==> src/logic/flc_defs.vh <==
/*
  Constants of the lock-bit flash controller: register offsets, control bits,
  flash command codes, status byte fields and timing figures.
  Assumes inclusion by bare name from the design file.
*/
`ifndef FLC_DEFS_VH
`define FLC_DEFS_VH

// ****************************************
// Clock and timing figures
// ****************************************
`define FLC_CLK_NS        5
`define FLC_T_SETUP_NS    10
`define FLC_T_WP_NS       60
`define FLC_T_HOLD_NS     10
`define FLC_T_READ_NS     100
`define FLC_T_RST_NS      100
`define FLC_T_WAKE_NS     1000
`define FLC_CYC(ns)       (((ns) + `FLC_CLK_NS - 1) / `FLC_CLK_NS)

// ****************************************
// Register offsets
// ****************************************
`define FLC_REG_CTRL      12'h000
`define FLC_REG_BLOCK     12'h004
`define FLC_REG_STAT      12'h008

// ****************************************
// Control register bits
// ****************************************
`define FLC_CTRL_SET      0
`define FLC_CTRL_CLEAR    1
`define FLC_CTRL_CLRSTAT  2
`define FLC_CTRL_RDARRAY  3
`define FLC_CTRL_RESET    4

// ****************************************
// Status register bits
// ****************************************
`define FLC_STAT_BUSY     0
`define FLC_STAT_ABORT    1
`define FLC_STAT_PIN      2
`define FLC_STAT_SEQERR   3
`define FLC_STAT_SETERR   4
`define FLC_STAT_CLRERR   5
`define FLC_STAT_SUPPLY   6
`define FLC_STAT_PROTECT  7
`define FLC_STAT_BYTE_LO  8

// ****************************************
// Flash command codes and status byte fields
// ****************************************
`define FLC_CMD_LOCK_SETUP 8'h60
`define FLC_CMD_SET_CONF   8'h01
`define FLC_CMD_CLR_CONF   8'hd0
`define FLC_CMD_CLR_STATUS 8'h50
`define FLC_CMD_READ_ARRAY 8'hff
`define FLC_SR_READY       7
`define FLC_SR_CLR_ERR     5
`define FLC_SR_SET_ERR     4
`define FLC_SR_SUPPLY_ERR  3
`define FLC_SR_PROTECT     1

// ****************************************
// Operations and step kinds
// ****************************************
`define FLC_OP_SET        2'h0
`define FLC_OP_CLEAR      2'h1
`define FLC_OP_CLRSTAT    2'h2
`define FLC_OP_RDARRAY    2'h3
`define FLC_KIND_WRITE    2'h0
`define FLC_KIND_POLL     2'h1
`define FLC_KIND_DONE     2'h2

`endif

==> src/logic/flc_ctrl.v <==
/*
  Host-side controller that drives an asynchronous flash through its pins to
  set and clear block lock-bits, clear status, return to read array and pulse
  reset/deep power-down; software orders it over an APB slave.
  Assumes all flash inputs are synchronous to pclk and the data bus wire is
  resolved outside from the output enable.
*/
// Added by the designer: the placing of the registers and the APB register port.
// Contract
// - Poll ready bit until machine is ready
// - Host writes FFH after clearing lock-bits
// - Host reissues sequence after reset abort; the controller only flags ABORT and leaves reissue to software
// - Host writes read array after configuration
// - Host waits wake time after reset release
`timescale 1ns/1ps
`include "flc_defs.vh"

module flc_ctrl #(
  parameter AW        = 21,                      // Flash address width
  parameter T_SETUP_NS = `FLC_T_SETUP_NS,        // Address/data setup before write strobe
  parameter T_WP_NS   = `FLC_T_WP_NS,            // Write strobe low time
  parameter T_HOLD_NS = `FLC_T_HOLD_NS,          // Hold after write strobe
  parameter T_READ_NS = `FLC_T_READ_NS,          // Output enable to data valid
  parameter T_RST_NS  = `FLC_T_RST_NS,           // Reset low time
  parameter T_WAKE_NS = `FLC_T_WAKE_NS           // Wake-up after reset release
) (
  input  wire          pclk,                     // Clock
  input  wire          presetn,                  // Async reset, active low
  input  wire          psel,                     // APB select
  input  wire          penable,                  // APB enable
  input  wire          pwrite,                   // APB direction
  input  wire [11:0]   paddr,                    // APB address
  input  wire [31:0]   pwdata,                   // APB write data
  output reg  [31:0]   prdata,                   // APB read data
  output reg           pready,                   // APB ready
  output reg           pslverr,                  // APB error
  output reg  [AW-1:0] flash_addr,               // Flash address
  output reg  [7:0]    flash_dq_o,               // Flash data out
  output reg           flash_dq_oe,              // Flash data drive enable
  input  wire [7:0]    flash_dq_i,               // Flash data in
  output reg           flash_we_n,               // Flash write enable
  output reg           flash_oe_n,               // Flash output enable
  output reg           bank_enable_n,            // Flash bank enable
  output reg           reset_powerdown_n,        // Flash reset/deep power-down
  input  wire          completion_output         // Flash completion pin level
);

  // ****************************************
  // Timing counts
  // ****************************************
  localparam [15:0] SETUP_CYC = `FLC_CYC(T_SETUP_NS);
  localparam [15:0] WP_CYC    = `FLC_CYC(T_WP_NS);
  localparam [15:0] HOLD_CYC  = `FLC_CYC(T_HOLD_NS);
  localparam [15:0] READ_CYC  = `FLC_CYC(T_READ_NS);
  localparam [15:0] RST_CYC   = `FLC_CYC(T_RST_NS);
  localparam [15:0] WAKE_CYC  = `FLC_CYC(T_WAKE_NS);

  // ****************************************
  // States
  // ****************************************
  localparam [7:0] S_IDLE  = 8'h01;
  localparam [7:0] S_SETUP = 8'h02;
  localparam [7:0] S_PULSE = 8'h04;
  localparam [7:0] S_HOLD  = 8'h08;
  localparam [7:0] S_READ  = 8'h10;
  localparam [7:0] S_CHECK = 8'h20;
  localparam [7:0] S_RST   = 8'h40;
  localparam [7:0] S_WAKE  = 8'h80;

  // Step plan of each operation: {kind, byte}
  function [9:0] plan;
    input [1:0] op;
    input [2:0] step;
    begin
      plan = {`FLC_KIND_DONE, 8'h00};
      case (op)
        `FLC_OP_SET, `FLC_OP_CLEAR: begin
          case (step)
            3'h0: plan = {`FLC_KIND_WRITE, `FLC_CMD_LOCK_SETUP};
            3'h1: plan = {`FLC_KIND_WRITE, (op == `FLC_OP_SET) ? `FLC_CMD_SET_CONF : `FLC_CMD_CLR_CONF};
            3'h2: plan = {`FLC_KIND_POLL, 8'h00};
            3'h3: plan = {`FLC_KIND_WRITE, `FLC_CMD_READ_ARRAY};
            default: plan = {`FLC_KIND_DONE, 8'h00};
          endcase
        end
        `FLC_OP_CLRSTAT: begin
          if (step == 3'h0) begin
            plan = {`FLC_KIND_WRITE, `FLC_CMD_CLR_STATUS};
          end
        end
        default: begin
          if (step == 3'h0) begin
            plan = {`FLC_KIND_WRITE, `FLC_CMD_READ_ARRAY};
          end
        end
      endcase
    end
  endfunction

  reg  [7:0]    state_q;
  reg  [15:0]   cnt_q;
  reg  [1:0]    op_q;
  reg  [2:0]    step_q;
  reg  [AW-1:0] block_q;
  reg  [7:0]    sr_q;
  reg           abort_q;
  reg           pin_q;

  wire          acc      = psel & penable & ~pready;
  wire          wr_ctrl  = acc & pwrite & (paddr == `FLC_REG_CTRL);
  wire          busy     = (state_q != S_IDLE);
  wire          go_rst   = wr_ctrl & pwdata[`FLC_CTRL_RESET];
  wire          go_op    = wr_ctrl & ~busy & (|pwdata[`FLC_CTRL_RDARRAY:`FLC_CTRL_SET]);
  wire [9:0]    cur_plan = plan(op_q, step_q);
  wire          cnt_done = (cnt_q == 16'h0001);
  wire          clr_abort = acc & pwrite & (paddr == `FLC_REG_STAT) & pwdata[`FLC_STAT_ABORT];
  reg  [1:0]    go_code;

  always @* begin
    go_code = `FLC_OP_RDARRAY;
    if (pwdata[`FLC_CTRL_SET]) begin
      go_code = `FLC_OP_SET;
    end else if (pwdata[`FLC_CTRL_CLEAR]) begin
      go_code = `FLC_OP_CLEAR;
    end else if (pwdata[`FLC_CTRL_CLRSTAT]) begin
      go_code = `FLC_OP_CLRSTAT;
    end
  end

  // ****************************************
  // APB slave
  // ****************************************
  always @(posedge pclk or negedge presetn) begin
    if (!presetn) begin
      pready  <= 1'b0;
      pslverr <= 1'b0;
      prdata  <= 32'h00000000;
      block_q <= {AW{1'b0}};
    end else begin
      pready  <= acc;
      pslverr <= 1'b0;
      prdata  <= 32'h00000000;
      if (acc) begin
        if (paddr == `FLC_REG_CTRL) begin
          pslverr <= pwrite & busy & ~pwdata[`FLC_CTRL_RESET] & (|pwdata[`FLC_CTRL_RDARRAY:`FLC_CTRL_SET]);
        end else if (paddr == `FLC_REG_BLOCK) begin
          if (pwrite) begin
            block_q <= pwdata[AW-1:0];
          end else begin
            prdata[AW-1:0] <= block_q;
          end
        end else if (paddr == `FLC_REG_STAT) begin
          if (!pwrite) begin
            prdata[`FLC_STAT_BUSY]    <= busy;
            prdata[`FLC_STAT_ABORT]   <= abort_q;
            prdata[`FLC_STAT_PIN]     <= pin_q;
            prdata[`FLC_STAT_SEQERR]  <= sr_q[`FLC_SR_SET_ERR] & sr_q[`FLC_SR_CLR_ERR];
            prdata[`FLC_STAT_SETERR]  <= sr_q[`FLC_SR_SET_ERR] & ~sr_q[`FLC_SR_CLR_ERR];
            prdata[`FLC_STAT_CLRERR]  <= sr_q[`FLC_SR_CLR_ERR] & ~sr_q[`FLC_SR_SET_ERR];
            prdata[`FLC_STAT_SUPPLY]  <= sr_q[`FLC_SR_SUPPLY_ERR];
            prdata[`FLC_STAT_PROTECT] <= sr_q[`FLC_SR_PROTECT];
            prdata[`FLC_STAT_BYTE_LO+7:`FLC_STAT_BYTE_LO] <= sr_q;
          end
        end else begin
          pslverr <= 1'b1;
        end
      end
    end
  end

  // ****************************************
  // Flash pin sequencer
  // ****************************************
  always @(posedge pclk or negedge presetn) begin
    if (!presetn) begin
      state_q           <= S_IDLE;
      cnt_q             <= 16'h0000;
      op_q              <= `FLC_OP_RDARRAY;
      step_q            <= 3'h0;
      sr_q              <= 8'h00;
      abort_q           <= 1'b0;
      pin_q             <= 1'b1;
      flash_addr        <= {AW{1'b0}};
      flash_dq_o        <= 8'h00;
      flash_dq_oe       <= 1'b0;
      flash_we_n        <= 1'b1;
      flash_oe_n        <= 1'b1;
      bank_enable_n     <= 1'b1;
      reset_powerdown_n <= 1'b1;
    end else begin
      pin_q <= completion_output;
      if (clr_abort) begin
        abort_q <= 1'b0;
      end
      if (go_rst) begin
        abort_q           <= busy | (clr_abort ? 1'b0 : abort_q);
        state_q           <= S_RST;
        cnt_q             <= RST_CYC;
        sr_q              <= 8'h00;
        flash_dq_oe       <= 1'b0;
        flash_we_n        <= 1'b1;
        flash_oe_n        <= 1'b1;
        bank_enable_n     <= 1'b1;
        reset_powerdown_n <= 1'b0;
      end else begin
        // Shared countdown; S_CHECK loads it, S_SETUP, S_PULSE and S_RST reload it on expiry
        if (cnt_q != 16'h0000) begin
          cnt_q <= cnt_q - 16'h0001;
        end
        case (state_q)
          S_IDLE: begin
            if (go_op) begin
              op_q    <= go_code;
              step_q  <= 3'h0;
              state_q <= S_CHECK;
            end
          end
          S_CHECK: begin
            if (cur_plan[9:8] == `FLC_KIND_WRITE) begin
              flash_addr    <= (op_q == `FLC_OP_SET) ? block_q : {AW{1'b0}};
              flash_dq_o    <= cur_plan[7:0];
              flash_dq_oe   <= 1'b1;
              bank_enable_n <= 1'b0;
              cnt_q         <= SETUP_CYC;
              state_q       <= S_SETUP;
            end else if (cur_plan[9:8] == `FLC_KIND_POLL) begin
              bank_enable_n <= 1'b0;
              flash_oe_n    <= 1'b0;
              cnt_q         <= READ_CYC;
              state_q       <= S_READ;
            end else begin
              if (op_q == `FLC_OP_CLRSTAT) begin
                sr_q <= 8'h00;
              end
              state_q <= S_IDLE;
            end
          end
          S_SETUP: begin
            if (cnt_done) begin
              flash_we_n <= 1'b0;
              cnt_q      <= WP_CYC;
              state_q    <= S_PULSE;
            end
          end
          S_PULSE: begin
            if (cnt_done) begin
              flash_we_n <= 1'b1;
              cnt_q      <= HOLD_CYC;
              state_q    <= S_HOLD;
            end
          end
          S_HOLD: begin
            if (cnt_done) begin
              flash_dq_oe   <= 1'b0;
              bank_enable_n <= 1'b1;
              step_q        <= step_q + 3'h1;
              state_q       <= S_CHECK;
            end
          end
          S_READ: begin
            if (cnt_done) begin
              flash_oe_n    <= 1'b1;
              bank_enable_n <= 1'b1;
              sr_q          <= flash_dq_i;
              if (flash_dq_i[`FLC_SR_READY]) begin
                step_q <= step_q + 3'h1;
              end
              state_q <= S_CHECK;
            end
          end
          S_RST: begin
            if (cnt_done) begin
              reset_powerdown_n <= 1'b1;
              cnt_q             <= WAKE_CYC;
              state_q           <= S_WAKE;
            end
          end
          S_WAKE: begin
            if (cnt_done) begin
              state_q <= S_IDLE;
            end
          end
          default: begin
            state_q <= S_IDLE;
          end
        endcase
      end
    end
  end

endmodule // flc_ctrl

==> config.mk <==
export PLATFORM = sky130hd
export DESIGN_NAME = flc_ctrl
export DESIGN_NICKNAME = d
export VERILOG_FILES = /design/src/logic/flc_ctrl.v
export VERILOG_INCLUDE_DIRS = /design/src /design/src/logic
export SDC_FILE = /design/constraint.sdc
export NUM_CORES = 1
export LEC_CHECK = 0
export ABC_AREA = 1
export CAP_MARGIN = 20
export CORE_MARGIN = 8
export CORE_UTILIZATION = 30
export CTS_BUF_LIST = sky130_fd_sc_hd__clkbuf_4 sky130_fd_sc_hd__clkbuf_8 sky130_fd_sc_hd__clkbuf_16
export DETAILED_ROUTE_END_ITERATION = 7
export DONT_BUFFER_PORTS = 1
export PLACE_DENSITY_LB_ADDON = 0.25
export SYNTH_ARGS = -nofsm -noshare
export SYNTH_HDL_FRONTEND = slang
export SYNTH_SLANG_ARGS = --single-unit
export TNS_END_PERCENT = 5
==> constraint.sdc <==
create_clock -name pclk -period 2.1 [get_ports pclk]
set_clock_uncertainty 0.15 [all_clocks]
set_input_delay 0.105 -clock pclk [delete_from_list [all_inputs] [get_ports pclk]]
set_output_delay 0.105 -clock pclk [all_outputs]
set_load 0.005 [all_outputs]
# [Yosys cells after proc, flatten, opt, wreduce, memory -nomap -nowiden]
# Cells that the tools add are included.
[word_totals] elab_cells=172 ff_bits=117 output_inout_bits=68 in_bits=58
[op_classes] add_sub_neg=2 n_bitwise=23 n_mux=67 reduce_logical=26 n_eq_ne=36
[op_table] cell="$mux 16" n=10
[op_table] cell="$mux 8" n=13
[op_table] cell="$mux 21" n=4
[op_table] cell="$pmux 16 s4" n=1
[op_table] cell="$pmux 8 s7" n=1
[op_table] cell="$pmux 10 s4" n=1
[op_table] cell="$ne 3x3->1 const B" n=12
[op_table] cell="$mux 10" n=2
[op_table] cell="$pmux 10 s2" n=1
[op_table] cell="$mux 1" n=19
[op_table] cell="$eq 16x1->1 const B" n=1
[op_table] cell="$pmux 8 s2" n=1
[op_table] cell="$reduce_bool 16->1" n=1
[op_table] cell="$sub 16x1->16 const B" n=1
[op_table] cell="$and 1x1->1" n=15
[op_table] cell="$mux 5" n=3
[op_table] cell="$reduce_and 3->1" n=5
[op_table] cell="$reduce_bool 3->1" n=5
[op_table] cell="$eq 12x3->1 const B" n=1
[op_table] cell="$eq 12x4->1 const B" n=1
[op_table] cell="$logic_not 12->1" n=1
[op_table] cell="$mux 3" n=4
[op_table] cell="$reduce_and 6->1" n=2
[op_table] cell="$pmux 3 s3" n=1
[op_table] cell="other kinds (29)" n=48

# [Longest topological paths before layout]
[depth] depth_word=9 ltp_mapped=11 depth_no_buf=11

# [Least setup slack after synthesis]
# No wires, ideal clock.
[synth_path] kind="reg2reg" start="reg step_q[0]" end="reg flash_addr[11]" path_slack_ns=0.291 synth_period_minus_slack_ns=1.809 arrival_ns=1.563 stages_incl_launch_ff=10 required_ns=1.855 path_cell_list="dfrtp_1 > inv_1 > ha_1 > inv_1 > nor2_1 > o21ai_2 > nor2_2 > nand2_2 > buf_2 > o31ai_1"
[synth_between] elab_chain_cells=5 elab_cells_between_ends=10 classes_between="eq/ne (3); mux (4); reduce/logical (3)"
[synth_rtl] element="start, declared" line_no="flc_ctrl.v:103" text="reg [2:0] step_q;"
[synth_rtl] element="start signal, assigned" line_no="flc_ctrl.v:256" text="step_q <= step_q + 3'h1;"
[synth_rtl] element="start signal, assigned" line_no="flc_ctrl.v:266" text="step_q <= step_q + 3'h1;"
[synth_rtl] element="$eq 3x2->1, or another cell as far along" line_no="flc_ctrl.v:78" text="case (step)"
[synth_rtl] element="$pmux 10 s4, or another cell as far along" line_no="flc_ctrl.v:78"
[synth_rtl] element="$pmux 10 s2 *" line_no="flc_ctrl.v:76" text="case (op)"
[synth_rtl] element="$logic_not 2->1 (no line) *"
[synth_rtl] element="$reduce_and 3->1 (no line) *"
[synth_rtl] element="end signal, assigned" line_no="flc_ctrl.v:183" text="flash_addr <= {AW{1'b0}};"
[synth_rtl] element="end signal, assigned" line_no="flc_ctrl.v:220" text="flash_addr <= (op_q == `FLC_OP_SET) ? block_q : {AW{1'b0}};"
[synth_rtl] element="end, declared" line_no="flc_ctrl.v:37" text="output reg [AW-1:0] flash_addr,"
# Mark *: on every way between the ends. The rest lies on a longest branch, timed or not.
# A chain may end at the register's enable or synchronous reset.

# [Worst setup path in the final report]
[layout_path] start="in paddr[3]" end="reg block_q[1]"
[layout_between] elab_chain_cells=3 elab_cells_between_ends=4 classes_between="eq/ne (1); bitwise (1); reduce/logical (2)"
[layout_rtl] element="start, declared" line_no="flc_ctrl.v:32" text="input wire [11:0] paddr,"
[layout_rtl] element="$logic_not 12->1 (no line)"
[layout_rtl] element="$not 1->1 (no line)"
[layout_rtl] element="$reduce_and 4->1 (no line) *"
[layout_rtl] element="end signal, assigned" line_no="flc_ctrl.v:138" text="block_q <= {AW{1'b0}};"
[layout_rtl] element="end signal, assigned" line_no="flc_ctrl.v:148" text="block_q <= pwdata[AW-1:0];"
[layout_rtl] element="end, declared" line_no="flc_ctrl.v:104" text="reg [AW-1:0] block_q;"
# Marked as above.

==> results.json <==
{
  "outcome": "complete, but fails checks",
  "failed_checks": "hold timing",
  "htreeDepth": 4,
  "setup_ws_ns": 0.0948,
  "clock_sinks": 115,
  "grt_usage_pct": 13.9,
  "clockBufferDepth": 2,
  "yosys.area.top_type": "dfrtp_1",
  "whs_ns": -0.762,
  "worstPathRequired_ns": 2.24,
  "synth_edf_count": 0,
  "powerDensity_nw_per_um2": 1040,
  "grt_max_degree": 116,
  "cp_slowest_cell": "dlygate4sd3_1",
  "hpwl_mm": 12.0,
  "critPathKind": "input port to register",
  "slowest_delay_ns": 0.59,
  "pre_cts_slack_ns": 0.0783,
  "synthArstFlopShare_pct": 100,
  "nFillCells": 2028,
  "core-area_um2": 19400,
  "rsz0062_at_grt": "false",
  "startpoint": "paddr[3]",
  "fin_crit_sh_pct": 95.5,
  "ys_types": 44,
  "area_growth_pct": 26.0,
  "grt_pass1_vias": 4962,
  "cts_tree": "built",
  "r2r_end": "block_q[1]",
  "rows": 51,
  "start_util_pct": 30.5,
  "die_h_um": 157,
  "detail-route-antenna-nets": 0,
  "synth.most_common_cell": "nand2_1",
  "clock_latency_ns": 0.41,
  "antenna_found_initial": 0,
  "crit_path_end": "block_q[1]",
  "ys_warn_count": 0,
  "synth_common_cells": "nand2_1 (176), dfrtp_1 (107), nor2_1 (76), inv_1 (64), nand3_1 (44)",
  "synth_seq_cells": 115,
  "hold_violations": 118,
  "diodes": 0,
  "drv_slew": 0,
  "power.leakage_nw": 3.62,
  "cp_max_fo": 17,
  "placed_cells": 983,
  "drt-vias-per-instance": 4.59,
  "cts_setup_buffers": 0,
  "worstReg2RegStart": "pready",
  "finalSetupViolations": 0,
  "hold_buffers": 42,
  "synthTopCellsByArea": "dfrtp_1 (45%), nand2_1 (11%), nor2_1 (4.8%)",
  "grt_pass1_wl_mm": 26.5,
  "ios": 126,
  "place.port_buffers": 0,
  "gp_congestion": 0.840,
  "crit_path_end_kind": "register",
  "cp_data_arrival_time_ns": 2.15,
  "ir_worst_vdd_uv": 638,
  "netlist.area_leader.share_pct": 45.2,
  "drc": 0,
  "final_cells": 1057,
  "r2r_slack_ns": 0.11,
  "design.die.area_um2": 24500,
  "root_buffer": "clkbuf_16",
  "layout_min_cycle_time_ns": 2.01,
  "synth_cells": 703,
  "crit_chain": "dlygate4sd3_1, nor3_1, nand2_2, inv_4, nand2_2, buf_6, nand2_1, o31ai_1, dlygate4sd3_1",
  "first_iter_violations": 332,
  "ys_seq_area_share_pct": 48.7,
  "fin_tns_setup_ns": 0,
  "cp-start-kind": "input port",
  "reg2reg_depth": 8,
  "post_drt_wl_per_cell_um": 15.6,
  "numCtsBuffers": 17,
  "nets": 845,
  "syn_area_per_cell_um2": 8.43,
  "max-cap-violations": 0,
  "synthFlopType": "dfrtp_1",
  "grt.overflow.total": 0,
  "routed_wl_mm": 16.5,
  "dr_total_vias": 4855,
  "die_w_um": 157,
  "cts.clk_slew.worst_paths_ns": 0.06,
  "fmax_mhz": 499,
  "netlist_area_um2": 5930,
  "dr.pass1.iters": 5,
  "drive_gt1_share_pct": 17.3,
  "worstHoldPathType": "input port to async pin"
}
repair_timing:
item / in CTS / in global routing
endpoints found under the setup margin: 0 / 31
endpoints found under the hold margin: 179 / 115
resized for setup: 0 / 11
routing by layer:
layer,vias up,share of wire [%],track usage (%),wire [um]
met5,-,0,0,0
met4,0,0.85,4.62,140
met3,6,6.2,4.05,1020
met2,119,46,21.3,7630
met1,2316,47,18.3,7720
li1,2414,-,-,-
sequential cells by signal, indices dropped and copies added, names as in the netlist:
signal / flops
block_q: 21
flash_addr: 21
prdata: 21
cnt_q: 16
sr_q: 8
state_q: 8
flash_dq_o: 6
step_q: 3
op_q: 2
abort_q: 1
bank_enable_n: 1
flash_dq_oe: 1
flash_oe_n: 1
flash_we_n: 1
pin_q: 1
pready: 1
pslverr: 1
reset_powerdown_n: 1
worst max-delay path: cells and delay by family:
family | cells | cell delay [ns]
buffers and inverters | 4 | 1.46
AND/OR/NAND/NOR | 4 | 0.51
AO/OA/AOI/OAI | 1 | 0.06
worst min path at each step:
stage,endpoint,slack [ns]
finish,cnt_q[13],-0.76
global route,cnt_q[13],-0.79
CTS,cnt_q[13],-0.79
detailed placement,cnt_q[9],-0.34
global placement,cnt_q[13],-0.34
floorplan,abort_q,-0.34
kinds of logic (layout without fill, tap and decap cells):
| kind of cell | after synthesis | after routing | synth area share, % |
|---|---|---|---|
| AOI/OAI and AO/OA | 110 | 110 | 10.4 |
| xor gates and xnor gates | 8 | 8 | 1.18 |
| adders and majority gates | 8 | 8 | 1.69 |
| buffers and inverters | 99 | 178 | 7.96 |
| DFF | 115 | 115 | 48.7 |
| muxes | 12 | 12 | 3.04 |
| other | 1 | 11 | 0.0633 |
| and+or+nand+nor | 350 | 350 | 26.9 |
layout make-up:
cell class | count | area, um2 | share of cell area [%]
Sequential cell | 115 | 2890 | 38.7
Multi-Input combinational cell | 499 | 2640 | 35.3
Timing Repair Buffer | 78 | 719 | 9.64
Clock buffer | 20 | 454 | 6.08
Tap cell | 265 | 332 | 4.44
Inverter | 68 | 258 | 3.45
Clock inverter | 12 | 179 | 2.40
layout by cell type (no fill, tap or decap), types with 11 or more instances in the layout:
cell / instances
buf_4: 33
inv_1: 63
nor2_2: 12
mux2_4: 12
nand4_1: 12
nor2_1: 73
o21ai_1: 19
o21ai_0: 40
nand3_1: 43
nand2_1: 175
clkbuf_16: 17
dfrtp_1: 107
a21oi_1: 28
dlygate4sd3_1: 42
conb_1: 11
power by group:
part           switching, mW  internal, mW  total, mW
combinational           1.19         0.806       1.99
clock                   1.09          2.05       3.13
sequential             0.196          2.47       2.67
total                   2.47          5.32       7.80
through the flow:
stage | total power [mW] | hold slack [ns] | area, um2 | util (%)
finish | 7.80 | -0.762 | 7470 | 38.5
global route | 8.27 | -0.789 | 7470 | 38.5
CTS | 7.84 | -0.790 | 7430 | 38.3
detailed placement | 4.60 | -0.337 | 6370 | 32.9
global placement | 4.59 | -0.338 | 6370 | 32.9
floorplan | 4.05 | -0.341 | 5960 | -
(Power assumes the default switching activity.)
